--- src/logic/ssrc_map.svh ---
// Purpose: constants of the sensor request framer and command crc check
// Assumes: included by the package and by the top file, guarded against repeats
// Notes:   offsets are bit positions inside the 32-bit frame
`ifndef SSRC_MAP_SVH
`define SSRC_MAP_SVH

// frame length and field positions
`define SSRC_FRAME_BITS   6'd32
`define SSRC_BODY_BITS    24
`define SSRC_CMD_HI       31
`define SSRC_CMD_LO       28
`define SSRC_ST_HI        27
`define SSRC_ST_LO        26
`define SSRC_SD_HI        25
`define SSRC_SD_LO        14
`define SSRC_EXT_HI       13
`define SSRC_EXT_LO       10
`define SSRC_SF_HI        9
`define SSRC_SF_LO        8

// crc generator x^8+x^5+x^3+x^2+x+1 and seeds
`define SSRC_CRC_POLY     8'h2F
`define SSRC_SEED_FULL    8'hFF
`define SSRC_SEED_HI      4'hF

// command nibbles of the register commands
`define SSRC_CMD_WRITE    4'h8
`define SSRC_CMD_READ     4'hC

// basic status codes and the spi error code of the detailed status field
`define SSRC_ST_INIT      2'h0
`define SSRC_ST_NORMAL    2'h1
`define SSRC_ST_SELFTEST  2'h2
`define SSRC_ST_ERROR     2'h3
`define SSRC_SF_SPI_ERR   2'h3

`endif

--- src/logic/ssrc_pkg.sv ---
// Purpose: types and crc helpers shared by the framer files
// Assumes: constants come from ssrc_map.svh
// Notes:   crc helpers are combinational, msb first
`include "ssrc_map.svh"
`default_nettype none

package ssrc_pkg;

	// kind of answer prepared for the next transfer
	typedef enum logic [1:0] {RSP_ERROR, RSP_SENSOR, RSP_RESERVED, RSP_REGISTER} ssrc_rsp_t;

	// seed from the configured nibble, zero means all ones
	function automatic logic [7:0] ssrc_seed(input logic [3:0] nib);
		ssrc_seed = (nib == 4'h0) ? `SSRC_SEED_FULL : {`SSRC_SEED_HI, nib};
	endfunction

	// one serial step: bit enters at the low end
	function automatic logic [7:0] ssrc_step(input logic [7:0] r, input logic b);
		ssrc_step = {r[6:0], b} ^ (r[7] ? `SSRC_CRC_POLY : 8'h00);
	endfunction

	// transmit crc: 24 message bits then 8 zero flush bits
	function automatic logic [7:0] ssrc_crc_word(input logic [7:0] seed, input logic [23:0] body);
		logic [7:0] r;
		r = seed;
		for (int i = `SSRC_BODY_BITS - 1; i >= 0; i--)
		begin
			r = ssrc_step(r, body[i]);
		end
		for (int i = 0; i < 8; i++)
		begin
			r = ssrc_step(r, 1'b0);
		end
		ssrc_crc_word = r;
	endfunction

endpackage : ssrc_pkg

`default_nettype wire

--- src/logic/ssrc_crc8.sv ---
// Purpose: serial crc checker for received command bits
// Assumes: shift pulses come in arrival order, msb first
// Notes:   a zero remainder after the last crc bit means pass
`default_nettype none

module ssrc_crc8
	import ssrc_pkg::*;
(
	input  wire logic       core_clk_i,
	input  wire logic       nrst_i,
	input  wire logic       ce_i,
	input  wire logic       load_i,
	input  wire logic [7:0] seed_i,
	input  wire logic       shift_i,
	input  wire logic       bit_i,
	output logic            zero_o
);

	logic [7:0] crc_reg;
	logic [7:0] crc_next;

	////////////////////////////////////////////////////////////////////////
	// seed load wins over a shift in the same cycle
	assign crc_next = load_i ? seed_i : (shift_i ? ssrc_step(crc_reg, bit_i) : crc_reg);
	assign zero_o   = (crc_reg == 8'h00);

	// register, frozen while clock enable is low
	always_ff @(posedge core_clk_i or negedge nrst_i)
	begin
		if (!nrst_i)
			crc_reg <= 8'hFF;
		else if (ce_i)
			crc_reg <= crc_next;
	end

endmodule // ssrc_crc8

`default_nettype wire

--- src/logic/ssrc_top.sv ---
// Purpose: 32-bit spi target framing, command decode and command crc check
// Assumes: spi mode 0, pins sampled by core_clk_i at 40 MHz
// Notes:   response to a frame is sent during the following frame
`include "ssrc_map.svh"
`default_nettype none

module ssrc_top
	import ssrc_pkg::*;
#(
	parameter int SENS_W = 16
)
(
	input  wire logic              core_clk_i,
	input  wire logic              nrst_i,
	input  wire logic              ce_i,
	input  wire logic              sclk_i,
	input  wire logic              cs_n_i,
	input  wire logic              mosi_i,
	input  wire logic [3:0]        crc_seed_nibble_i,
	input  wire logic              wide_data_i,
	input  wire logic [SENS_W-1:0] sensor_value_i,
	input  wire logic              init_done_lock_i,
	input  wire logic              self_test_i,
	input  wire logic              int_error_i,
	input  wire logic [1:0]        detailed_status_i,
	input  wire logic              err_req_i,
	input  wire logic [23:0]       reg_resp_i,
	output logic                   miso_o,
	output logic                   miso_oe_o,
	output logic [2:0]             source_selector_o,
	output logic                   sensor_req_o,
	output logic                   reg_cmd_o,
	output logic [31:0]            cmd_word_o,
	output logic                   crc_ok_o,
	output logic                   frame_err_o
);

	////////////////////////////////////////////////////////////////////////
	// pin synchronisers: bit 0 sclk, bit 1 select, bit 2 mosi
	logic [2:0] sync1_reg;
	logic [2:0] sync2_reg;
	logic       sclk_prev_reg;
	logic       cs_prev_reg;

	always_ff @(posedge core_clk_i or negedge nrst_i)
	begin
		if (!nrst_i)
		begin
			sync1_reg     <= 3'h2;
			sync2_reg     <= 3'h2;
			sclk_prev_reg <= 1'b0;
			cs_prev_reg   <= 1'b1;
		end
		else if (ce_i)
		begin
			sync1_reg     <= {mosi_i, cs_n_i, sclk_i};
			sync2_reg     <= sync1_reg;
			sclk_prev_reg <= sync2_reg[0];
			cs_prev_reg   <= sync2_reg[1];
		end
	end

	// edge detection on the synchronised copies only
	wire logic sclk_s    = sync2_reg[0];
	wire logic cs_n_s    = sync2_reg[1];
	wire logic mosi_s    = sync2_reg[2];
	wire logic cs_fall   = cs_prev_reg & ~cs_n_s;
	wire logic cs_rise   = ~cs_prev_reg & cs_n_s;
	wire logic sclk_rise = ~sclk_prev_reg & sclk_s & ~cs_n_s;
	wire logic sclk_fall = sclk_prev_reg & ~sclk_s & ~cs_n_s;

	////////////////////////////////////////////////////////////////////////
	// frame state
	logic [5:0]  count_reg;
	logic [31:0] rx_reg;
	logic [31:0] tx_reg;
	logic        bad_edge_reg;
	logic        check_reg;
	ssrc_rsp_t   pend_reg;
	ssrc_rsp_t   pend_next;
	logic [1:0]  st_reg;
	logic [1:0]  sf_reg;
	logic [3:0]  echo_reg;
	logic        crc_zero;

	wire logic [7:0] seed = ssrc_seed(crc_seed_nibble_i);

	// bits shift in as they arrive
	ssrc_crc8 u_crc
	(
		.core_clk_i (core_clk_i),
		.nrst_i     (nrst_i),
		.ce_i       (ce_i),
		.load_i     (cs_fall),
		.seed_i     (seed),
		.shift_i    (sclk_rise),
		.bit_i      (mosi_s),
		.zero_o     (crc_zero)
	);

	// msb first into the receive register
	always_ff @(posedge core_clk_i or negedge nrst_i)
	begin
		if (!nrst_i)
		begin
			rx_reg    <= 32'h0000_0000;
			count_reg <= 6'h00;
			check_reg <= 1'b0;
		end
		else if (ce_i)
		begin
			check_reg <= sclk_rise && (count_reg == `SSRC_FRAME_BITS - 6'd1);
			if (cs_fall)
				count_reg <= 6'h00;
			else if (sclk_rise && count_reg != 6'h3F)
				count_reg <= count_reg + 6'd1;
			if (sclk_rise)
				rx_reg <= {rx_reg[30:0], mosi_s};
		end
	end

	////////////////////////////////////////////////////////////////////////
	// result taken after the 32nd bit
	// held until the next select fall
	always_ff @(posedge core_clk_i or negedge nrst_i)
	begin
		if (!nrst_i)
			crc_ok_o <= 1'b0;
		else if (ce_i)
		begin
			if (cs_fall)
				crc_ok_o <= 1'b0;
			else if (check_reg)
				crc_ok_o <= crc_zero;
		end
	end

	// sclk must idle low at both select edges
	always_ff @(posedge core_clk_i or negedge nrst_i)
	begin
		if (!nrst_i)
			bad_edge_reg <= 1'b0;
		else if (ce_i && cs_fall)
			bad_edge_reg <= sclk_s;
	end

	////////////////////////////////////////////////////////////////////////
	// execution needs a pass and exactly 32 clean bits
	wire logic [3:0] cmd_nib   = rx_reg[`SSRC_CMD_HI:`SSRC_CMD_LO];
	wire logic       frame_ok  = ~bad_edge_reg & ~sclk_s & (count_reg == `SSRC_FRAME_BITS) & crc_ok_o;
	wire logic       is_sensor = cmd_nib[0];
	wire logic       is_reg    = (cmd_nib == `SSRC_CMD_WRITE) | (cmd_nib == `SSRC_CMD_READ);

	// any failure turns the next answer into the error answer
	// leftover nibbles are reserved and execute nothing
	always_comb
	begin
		if (!frame_ok || err_req_i)
			pend_next = RSP_ERROR;
		else if (is_sensor)
			pend_next = RSP_SENSOR;
		else if (is_reg)
			pend_next = RSP_REGISTER;
		else
			pend_next = RSP_RESERVED;
	end

	// basic status encoding, error has top priority
	wire logic [1:0] st_now = int_error_i      ? `SSRC_ST_ERROR :
	                          self_test_i      ? `SSRC_ST_SELFTEST :
	                          !init_done_lock_i ? `SSRC_ST_INIT : `SSRC_ST_NORMAL;

	// decode and status capture at select release
	always_ff @(posedge core_clk_i or negedge nrst_i)
	begin
		if (!nrst_i)
		begin
			pend_reg          <= RSP_RESERVED;
			st_reg            <= `SSRC_ST_INIT;
			sf_reg            <= 2'h0;
			echo_reg          <= 4'h0;
			source_selector_o <= 3'h0;
			sensor_req_o      <= 1'b0;
			reg_cmd_o         <= 1'b0;
			cmd_word_o        <= 32'h0000_0000;
			frame_err_o       <= 1'b0;
		end
		else if (ce_i)
		begin
			sensor_req_o <= cs_rise && pend_next == RSP_SENSOR;
			reg_cmd_o    <= cs_rise && pend_next == RSP_REGISTER;
			frame_err_o  <= cs_rise && pend_next == RSP_ERROR;
			if (cs_rise)
			begin
				pend_reg   <= pend_next;
				st_reg     <= st_now;
				sf_reg     <= detailed_status_i;
				echo_reg   <= cmd_nib;
				cmd_word_o <= rx_reg;
				// selector taken from upper command bits
				if (pend_next == RSP_SENSOR)
					source_selector_o <= cmd_nib[3:1];
			end
		end
	end

	////////////////////////////////////////////////////////////////////////
	// answer assembly at select fall
	logic [SENS_W-1:0] val;
	logic [11:0]       sd_field;
	logic [3:0]        ext_field;
	logic [23:0]       body;

	// 16-bit mode moves the low nibble into the optional field
	assign val       = sensor_value_i;
	assign sd_field  = wide_data_i ? val[15:4] : val[11:0];
	assign ext_field = wide_data_i ? val[3:0] : 4'h0;

	// reserved answer echoes the nibble, data zero
	always_comb
	begin
		case (pend_reg)
			RSP_SENSOR:
				body = {source_selector_o, 1'b1, st_reg, sd_field, ext_field, sf_reg};
			RSP_RESERVED:
				body = {echo_reg, 20'h00000};
			RSP_REGISTER:
				body = reg_resp_i;
			RSP_ERROR:
				body = {4'h0, `SSRC_ST_ERROR, 16'h0000, `SSRC_SF_SPI_ERR};
			default:
				body = {4'h0, `SSRC_ST_ERROR, 16'h0000, `SSRC_SF_SPI_ERR};
		endcase
	end

	wire logic [31:0] resp_word = {body, ssrc_crc_word(seed, body)};

	////////////////////////////////////////////////////////////////////////
	// sensor value frozen into the shifter at select fall
	// previous frame's answer goes out now
	// reserved answer also follows the next select fall
	always_ff @(posedge core_clk_i or negedge nrst_i)
	begin
		if (!nrst_i)
		begin
			tx_reg    <= 32'h0000_0000;
			miso_o    <= 1'b0;
			miso_oe_o <= 1'b0;
		end
		else if (ce_i)
		begin
			if (cs_fall)
			begin
				tx_reg    <= resp_word;
				miso_o    <= resp_word[31];
				miso_oe_o <= 1'b1;
			end
			else if (cs_rise)
				miso_oe_o <= 1'b0;
			else if (sclk_fall)
			begin
				// next bit on falling edge, host samples on rising
				tx_reg <= {tx_reg[30:0], 1'b0};
				miso_o <= tx_reg[30];
			end
		end
	end

endmodule // ssrc_top

`default_nettype wire

--- config.mk ---
export PLATFORM = sky130hd
export DESIGN_NAME = ssrc_top
export DESIGN_NICKNAME = d
export VERILOG_FILES = /design/src/logic/ssrc_pkg.sv /design/src/logic/ssrc_crc8.sv /design/src/logic/ssrc_top.sv
export VERILOG_INCLUDE_DIRS = /design/src /design/src/logic
export SDC_FILE = /design/constraint.sdc
export NUM_CORES = 1
export LEC_CHECK = 0
export ABC_AREA = 1
export BUFFER_PORTS_ARGS = -buffer_cell sky130_fd_sc_hd__buf_2
export CORE_ASPECT_RATIO = 0.9
export CORE_UTILIZATION = 64
export DETAILED_ROUTE_END_ITERATION = 7
export GPL_ROUTABILITY_DRIVEN = 0
export GPL_TIMING_DRIVEN = 0
export PLACE_DENSITY = 0.95
export SETUP_SLACK_MARGIN = 0.2
export SYNTH_ARGS = -nofsm -noshare
export SYNTH_HDL_FRONTEND = slang
export SYNTH_SLANG_ARGS = --single-unit
--- constraint.sdc ---
create_clock -name core_clk_i -period 6.3 [get_ports core_clk_i]
set_input_delay 1.26 -clock core_clk_i [delete_from_list [all_inputs] [get_ports core_clk_i]]
set_output_delay 1.26 -clock core_clk_i [all_outputs]
set_load 0.02 [all_outputs]
# [Word-level counts from Yosys, hierarchy flattened]
# Index checks and enable logic that the tools add are counted.
[op_classes] n_mux=57 bitwise_logic=48 n_reduce_logical=25 addsub=1 n_eq_ne=11
[ops] op="$xor A8 B6 Y8" count=32
[ops] op="$mux W6" count=35
[ops] op="$pmux W24 S4" count=1
[ops] op="$mux W31" count=3
[ops] op="$mux W8" count=2
[ops] op="$mux W12" count=1
[ops] op="$reduce_and A2 Y1" count=6
[ops] op="$reduce_bool A2 Y1" count=5
[ops] op="$and A1 B1 Y1" count=9
[ops] op="$mux W1" count=9
[ops] op="$eq A4 B4 Y1 const B" count=2
[ops] op="$logic_not A8 Y1" count=1
[ops] op="$mux W2" count=4
[ops] op="$mux W4" count=2
[ops] op="$xor A8 B8 Y8" count=1
[ops] op="$add A6 B1 Y6 const B" count=1
[ops] op="$eq A2 B2 Y1 const B" count=3
[ops] op="$eq A6 B5 Y1 const B" count=1
[ops] op="$eq A6 B6 Y1 const B" count=1
[ops] op="$logic_and A1 B1 Y1" count=6
[ops] op="$ne A6 B6 Y1 const B" count=1
[ops] op="$reduce_and A3 Y1" count=2
[ops] op="$not A1 Y1" count=5
[ops] op="$eq A2 B1 Y1 const B" count=2
[ops] op="6 further kinds" count=7
[word_totals] word_cells=164 output_inout_bits=41 regBits=138

# [Logic depth before layout (Yosys ltp)]
[logic_depth] word_depth=66 depth_mapped=35 depth_no_buf=35

# [By module]
# From an unflattened synthesis, not the netlist that was laid out.
[hier_totals] cells_unflattened=1248 hier_area_um2=8488.1
[by_module_without_submodules] mod="ssrc_top" cells_per_inst=1172 area_each_um2=7991.4 n_inst=1 seq_area_each_um2=3158.0
[by_module_without_submodules] mod="ssrc_crc8" cells_per_inst=76 area_each_um2=496.7 n_inst=1 seq_area_each_um2=210.2

# [Least setup slack after synthesis]
# OpenSTA, ideal clock, no wires.
[synth_path] path_kind="input-to-reg" start="in wide_data_i" end="reg tx_reg[2]" stages=24 setup_ns=0.117 setup_slack_ns=2.480 arrival_time_ns=3.703 n_path_buf=3 cell_sequence="buf_2 buf_2 clkbuf_1 or2_2 a32oi_1 inv_1 nand2_1 nand2_1 xor2_1 inv_1 nand2_1 nand3_1 nand2_2 nand2_2 nand2_1 nand2_2 nand2_2 nand2_1 nand2_1 nand3_1 nand3_1 nand3_1 nand2_1 nand2_1"
[synth_between] elab_chain_cells=35 elab_cells_between_ends=48 classes_between="mux: 22; bitwise: 26"
[synth_lines] item="start: declaration" line_no="ssrc_top.sv:20" text="input wire logic wide_data_i,"
[synth_lines] item="$mux W12" line_no="ssrc_top.sv:216" text="assign sd_field = wide_data_i ? val[15:4] : val[11:0];"
[synth_lines] item="$pmux W24 S4 *" line_no="ssrc_top.sv:222" text="case (pend_reg)"
[synth_lines] item="$xor A8 B6 Y8 (8 in series)" line_no="ssrc_pkg.sv:19" text="ssrc_step = {r[6:0], b} ^ (r[7] ? `SSRC_CRC_POLY : 8'h00);"
[synth_lines] item="$mux W6" line_no="ssrc_pkg.sv:19"
[synth_lines] item="$xor A8 B6 Y8 (3 in series)" line_no="ssrc_pkg.sv:19"
[synth_lines] item="$mux W6 / $xor A8 B6 Y8 (equally long branches)" line_no="ssrc_pkg.sv:19"
[synth_lines] item="$xor A8 B6 Y8" line_no="ssrc_pkg.sv:19"
[synth_lines] item="$xor A8 B6 Y8 / $mux W6 (equally long branches)" line_no="ssrc_pkg.sv:19"
[synth_lines] item="[... 3 more ...]"
[synth_lines] item="$xor A8 B6 Y8 * (2 in series)" line_no="ssrc_pkg.sv:19"
[synth_lines] item="$mux W6 / $xor A8 B6 Y8 (equally long branches)" line_no="ssrc_pkg.sv:19"
[synth_lines] item="$xor A8 B6 Y8 * (3 in series)" line_no="ssrc_pkg.sv:19"
[synth_lines] item="$mux W6 / $xor A8 B6 Y8 (equally long branches)" line_no="ssrc_pkg.sv:19"
[synth_lines] item="$xor A8 B6 Y8 * (3 in series)" line_no="ssrc_pkg.sv:19"
[synth_lines] item="$mux W6 / $xor A8 B6 Y8 (equally long branches)" line_no="ssrc_pkg.sv:19"
[synth_lines] item="$xor A8 B6 Y8 * (3 in series)" line_no="ssrc_pkg.sv:19"
[synth_lines] item="$mux W31 *" line_no="ssrc_top.sv:252" text="if (cs_fall)"
[synth_lines] item="end signal: assignment" line_no="ssrc_top.sv:254" text="tx_reg <= resp_word;"
[synth_lines] item="end signal: assignment" line_no="ssrc_top.sv:263" text="tx_reg <= {tx_reg[30:0], 1'b0};"
[synth_lines] item="end: declaration" line_no="ssrc_top.sv:76" text="logic [31:0] tx_reg;"
# Mark *: on every way between the ends. The rest lies on a longest branch, timed or not.
# A chain may end at the register's enable or synchronous reset.

# [Worst setup path after layout]
[layout_path] start="in crc_seed_nibble_i[3]" end="reg tx_reg[4]"
[layout_between] elab_chain_cells=44 elab_cells_between_ends=62 classes_between="mux: 29; bitwise: 32; reduce/logical: 1"
[layout_lines] item="start: declaration" line_no="ssrc_top.sv:19" text="input wire logic [3:0] crc_seed_nibble_i,"
[layout_lines] item="$logic_not A4 Y1" line_no="ssrc_pkg.sv:14" text="ssrc_seed = (nib == 4'h0) ? `SSRC_SEED_FULL : {`SSRC_SEED_HI, nib};"
[layout_lines] item="$mux W4 *" line_no="ssrc_pkg.sv:14"
[layout_lines] item="$xor A8 B6 Y8 * (4 in series)" line_no="ssrc_pkg.sv:19"
[layout_lines] item="$mux W6 / $xor A8 B6 Y8 (equally long branches)" line_no="ssrc_pkg.sv:19"
[layout_lines] item="$xor A8 B6 Y8 * (3 in series)" line_no="ssrc_pkg.sv:19"
[layout_lines] item="$mux W6 / $xor A8 B6 Y8 (equally long branches)" line_no="ssrc_pkg.sv:19"
[layout_lines] item="$xor A8 B6 Y8 * (3 in series)" line_no="ssrc_pkg.sv:19"
[layout_lines] item="$mux W6 / $xor A8 B6 Y8 (equally long branches)" line_no="ssrc_pkg.sv:19"
[layout_lines] item="[... 12 more ...]"
[layout_lines] item="$xor A8 B6 Y8 * (3 in series)" line_no="ssrc_pkg.sv:19"
[layout_lines] item="$mux W6 / $xor A8 B6 Y8 (equally long branches)" line_no="ssrc_pkg.sv:19"
[layout_lines] item="$xor A8 B6 Y8 * (3 in series)" line_no="ssrc_pkg.sv:19"
[layout_lines] item="$mux W6 / $xor A8 B6 Y8 (equally long branches)" line_no="ssrc_pkg.sv:19"
[layout_lines] item="$xor A8 B6 Y8 * (3 in series)" line_no="ssrc_pkg.sv:19"
[layout_lines] item="$mux W6 / $xor A8 B6 Y8 (equally long branches)" line_no="ssrc_pkg.sv:19"
[layout_lines] item="$xor A8 B6 Y8 * (4 in series)" line_no="ssrc_pkg.sv:19"
[layout_lines] item="$mux W31 *" line_no="ssrc_top.sv:252"
# Marked as above.

==> impl_metrics.py <==
metrics = {
    "finish": {
        "area_growth_pct": 15.7,
        "layout-drive-gt1-share_pct": 16.4,
        "fin_util_pct": 76.1,
        "n_antenna_cell": 0,
        "final_nets": 1397,
    },
    "critical_path": {
        "critPathMaxStageDelay_ps": 200,
        "crit_required_ps": 6620,
        "path_max_fanout": 7,
        "worstSetupEndpointType": "flop",
        "critPathArrivalTime_ps": 4670,
        "cpMostUsedCell": "nand2_1",
        "timing_worst_setup_path_type": "in2reg",
        "cp-start-kind": "input pin",
        "cp_slowest_cell": "nand3_1",
    },
    "grt": {
        "grt_usage_pct": 41.2,
        "antenna_found_initial": 0,
        "overflow": 0,
        "grt_max_degree": 87,
        "first_global_vias": 8739,
        "grt_pass1_wl_mm": 42.3,
    },
    "synth": {
        "synthCells": 1220,
        "synth.ff_latch_count": 134,
        "yosysSeqAreaShare_pct": 40.4,
        "synthFlopType": "dfrtp_1",
        "synth_edf_count": 0,
        "synthesis.area_mm2": 0.00834,
        "ys_types": 37,
        "async_flop_share_pct": 100,
        "synth_fp_nets": 1281,
        "syn_avg_cell_area_um2": 6.84,
        "yosysWarnings": 0,
    },
    "timing": {
        "fin_crit_sh_pct": 69.1,
        "hold_viol": 0,
        "rsz0062_at_grt": "false",
        "tns_ps": 0,
        "finalCriticalPeriod_ps": 4350,
        "worst_slew_pin_slew_ps": 780,
        "drv_slew": 0,
        "slew_headroom_pct": 47.5,
        "timing.fmax_mhz": 230,
        "finClkSkew_ps": 10.9,
        "setup_viol": 0,
    },
    "run_status": {
        "status": "finished, violations left",
        "violations": "design-rule violations",
    },
    "drt": {
        "firstDrtPassIters": 8,
        "drc": 2,
        "ant_nets": 0,
        "detail_route.wl_per_cell_um": 17.3,
        "totalWireLength_mm": 26.2,
        "via_count": 9455,
        "initialDrtViolationCount": 1271,
        "viasPerCell": 6.25,
    },
    "clock_tree": {
        "ctsHoldBuffers": 0,
        "cts.clk_slew.worst_paths_ps": 60,
        "h-tree-depth": 4,
        "post_cts_resize_count": 0,
        "clkSinkCount": 134,
        "cts_setup_buffers": 0,
        "clk_latency_ps": 440,
        "cts_tree": "yes",
        "clockRootBuffer": "clkbuf_16",
        "cts_buffers": 17,
        "clk_path_buf_depth": 2,
    },
    "die": {
        "die_height_um": 110,
        "initial_core_util_pct": 65.8,
        "rows": 39,
        "design.core.area_mm2": 0.0127,
        "dieArea_mm2": 0.0135,
        "pin_count": 98,
        "die-width_um": 122,
    },
    "power": {
        "p_leak_nw": 5.23,
        "p_total_mw": 5.45,
        "power_density_mw_per_mm2": 565,
        "peakVddDrop_mv": 0.389,
    },
    "placed_design": {
        "port_buffers": 96,
        "dp_hpwl_mm": 16.8,
    },
    "flow_run": {
        "maxCapViolations": 0,
    },
    "hold_path": {
        "min_path_type": "reg2reg",
    },
}
-- metrics by stage --
step                setup slack (ps)  instances  cell area, µm²  hold WS, ps
CTS                             2120       1513            9660          486
global placement                1870       1480            9030          453
floorplan                       2480       1220            8340          442
detailed placement              1760       1481            9060          469
finish                          1950       1513            9660          485
global route                    1590       1513            9660          511
-- layout by cell type (no fill, tap or decap), drive strengths merged --
cell type / count
buf: 107
clkbuf: 46
or2: 5
o311ai: 3
a32oi: 9
nand3: 167
bufinv: 2
dfrtp: 122
o21ai: 133
a221oi: 1
dfstp: 12
ha: 4
clkinvlp: 2
a22oi: 5
inv: 146
a21oi: 26
o21a: 1
xor2: 6
clkinv: 7
o22ai: 1
o211ai: 2
nand3b: 5
nor2: 57
nor3: 6
nand4: 5
a32o: 1
nand2: 467
o41ai: 1
-- layout make-up --
| class | instances | area, µm² |
|---|---|---|
| fillers | 842 | 3030 |
| flip-flops and latches | 134 | 3370 |
| multi-input cells | 905 | 4280 |
| well taps | 164 | 205 |
| plain buffers | 37 | 154 |
| clock inverters | 13 | 149 |
| clock buffers | 19 | 443 |
| inverters | 144 | 546 |
| repair buffers | 97 | 514 |
-- logic make-up (layout without fill, tap and decap cells) --
logic type / after synthesis / count (layout) / share of synthesized area (%)
buf+inv: 181 / 310 / 8.38
flops: 134 / 134 / 40.4
compound gates: 183 / 183 / 11.9
xor+xnor: 6 / 6 / 0.630
fa+ha+maj: 4 / 4 / 0.600
simple gates: 712 / 712 / 38.1
-- Yosys cell counts (2+ instances only) --
library cell	n	area [µm²]
nor2_4	2	22.5
nand2_1	426	1600
a21oi_1	26	130
buf_2	6	30.0
dfstp_2	12	315
o211ai_1	2	15.0
o311ai_0	3	26.3
nor3_1	6	30.0
o21ai_0	132	661
buf_1	3	11.3
nor2_1	54	203
inv_1	132	495
ha_1	4	50.1
or2_2	5	31.3
nand4_1	4	25.0
xor2_1	6	52.6
dfrtp_1	122	3050
a22oi_1	5	37.5
inv_2	9	33.8
a32oi_1	9	78.8
inv_4	2	12.5
nand3b_1	5	37.5
nand3_1	154	771
nand2_4	11	124
nand2_2	30	188
clkbuf_1	27	101
nand3_2	13	130
-- final timing paths --
path / depth (start not counted) / end / from / slack, ps
worst max-delay path: 31 / tx_reg[4] / crc_seed_nibble_i[3] / 1950
worst min-delay path: 2 / sync1_reg[2] / sync1_reg[2] / 490
worst max register to register: 30 / tx_reg[4] / pend_reg[1] / 2330
worst min register to register: 2 / sync1_reg[2] / sync1_reg[2] / 490
max in group asynchronous: 2 / u_crc.crc_reg[2] / nrst_i / 4770
min in group asynchronous: 1 / rx_reg[20] / nrst_i / 750
-- power breakdown --
| group | switching (mW) | internal (mW) |
|---|---|---|
| registers | 0.230 | 1.22 |
| clock network | 0.413 | 0.598 |
| logic | 2.06 | 0.930 |
| total | 2.71 | 2.74 |
-- worst max-delay path, delay by kind of cell --
| kind | cells | cell delay, ps |
|---|---|---|
| simple gates | 29 | 3170 |
| buf+inv | 2 | 210 |
-- per-layer routing --
layer | GRT usage (%) | share of wire [%] | up-vias
li1 | - | - | 4175
met1 | 50.6 | 37 | 4307
met2 | 65.6 | 45 | 788
met3 | 11.4 | 12 | 185
met4 | 23.9 | 5.5 | 0
met5 | 0 | 0 | -
Power figures use the tool's default switching activity.
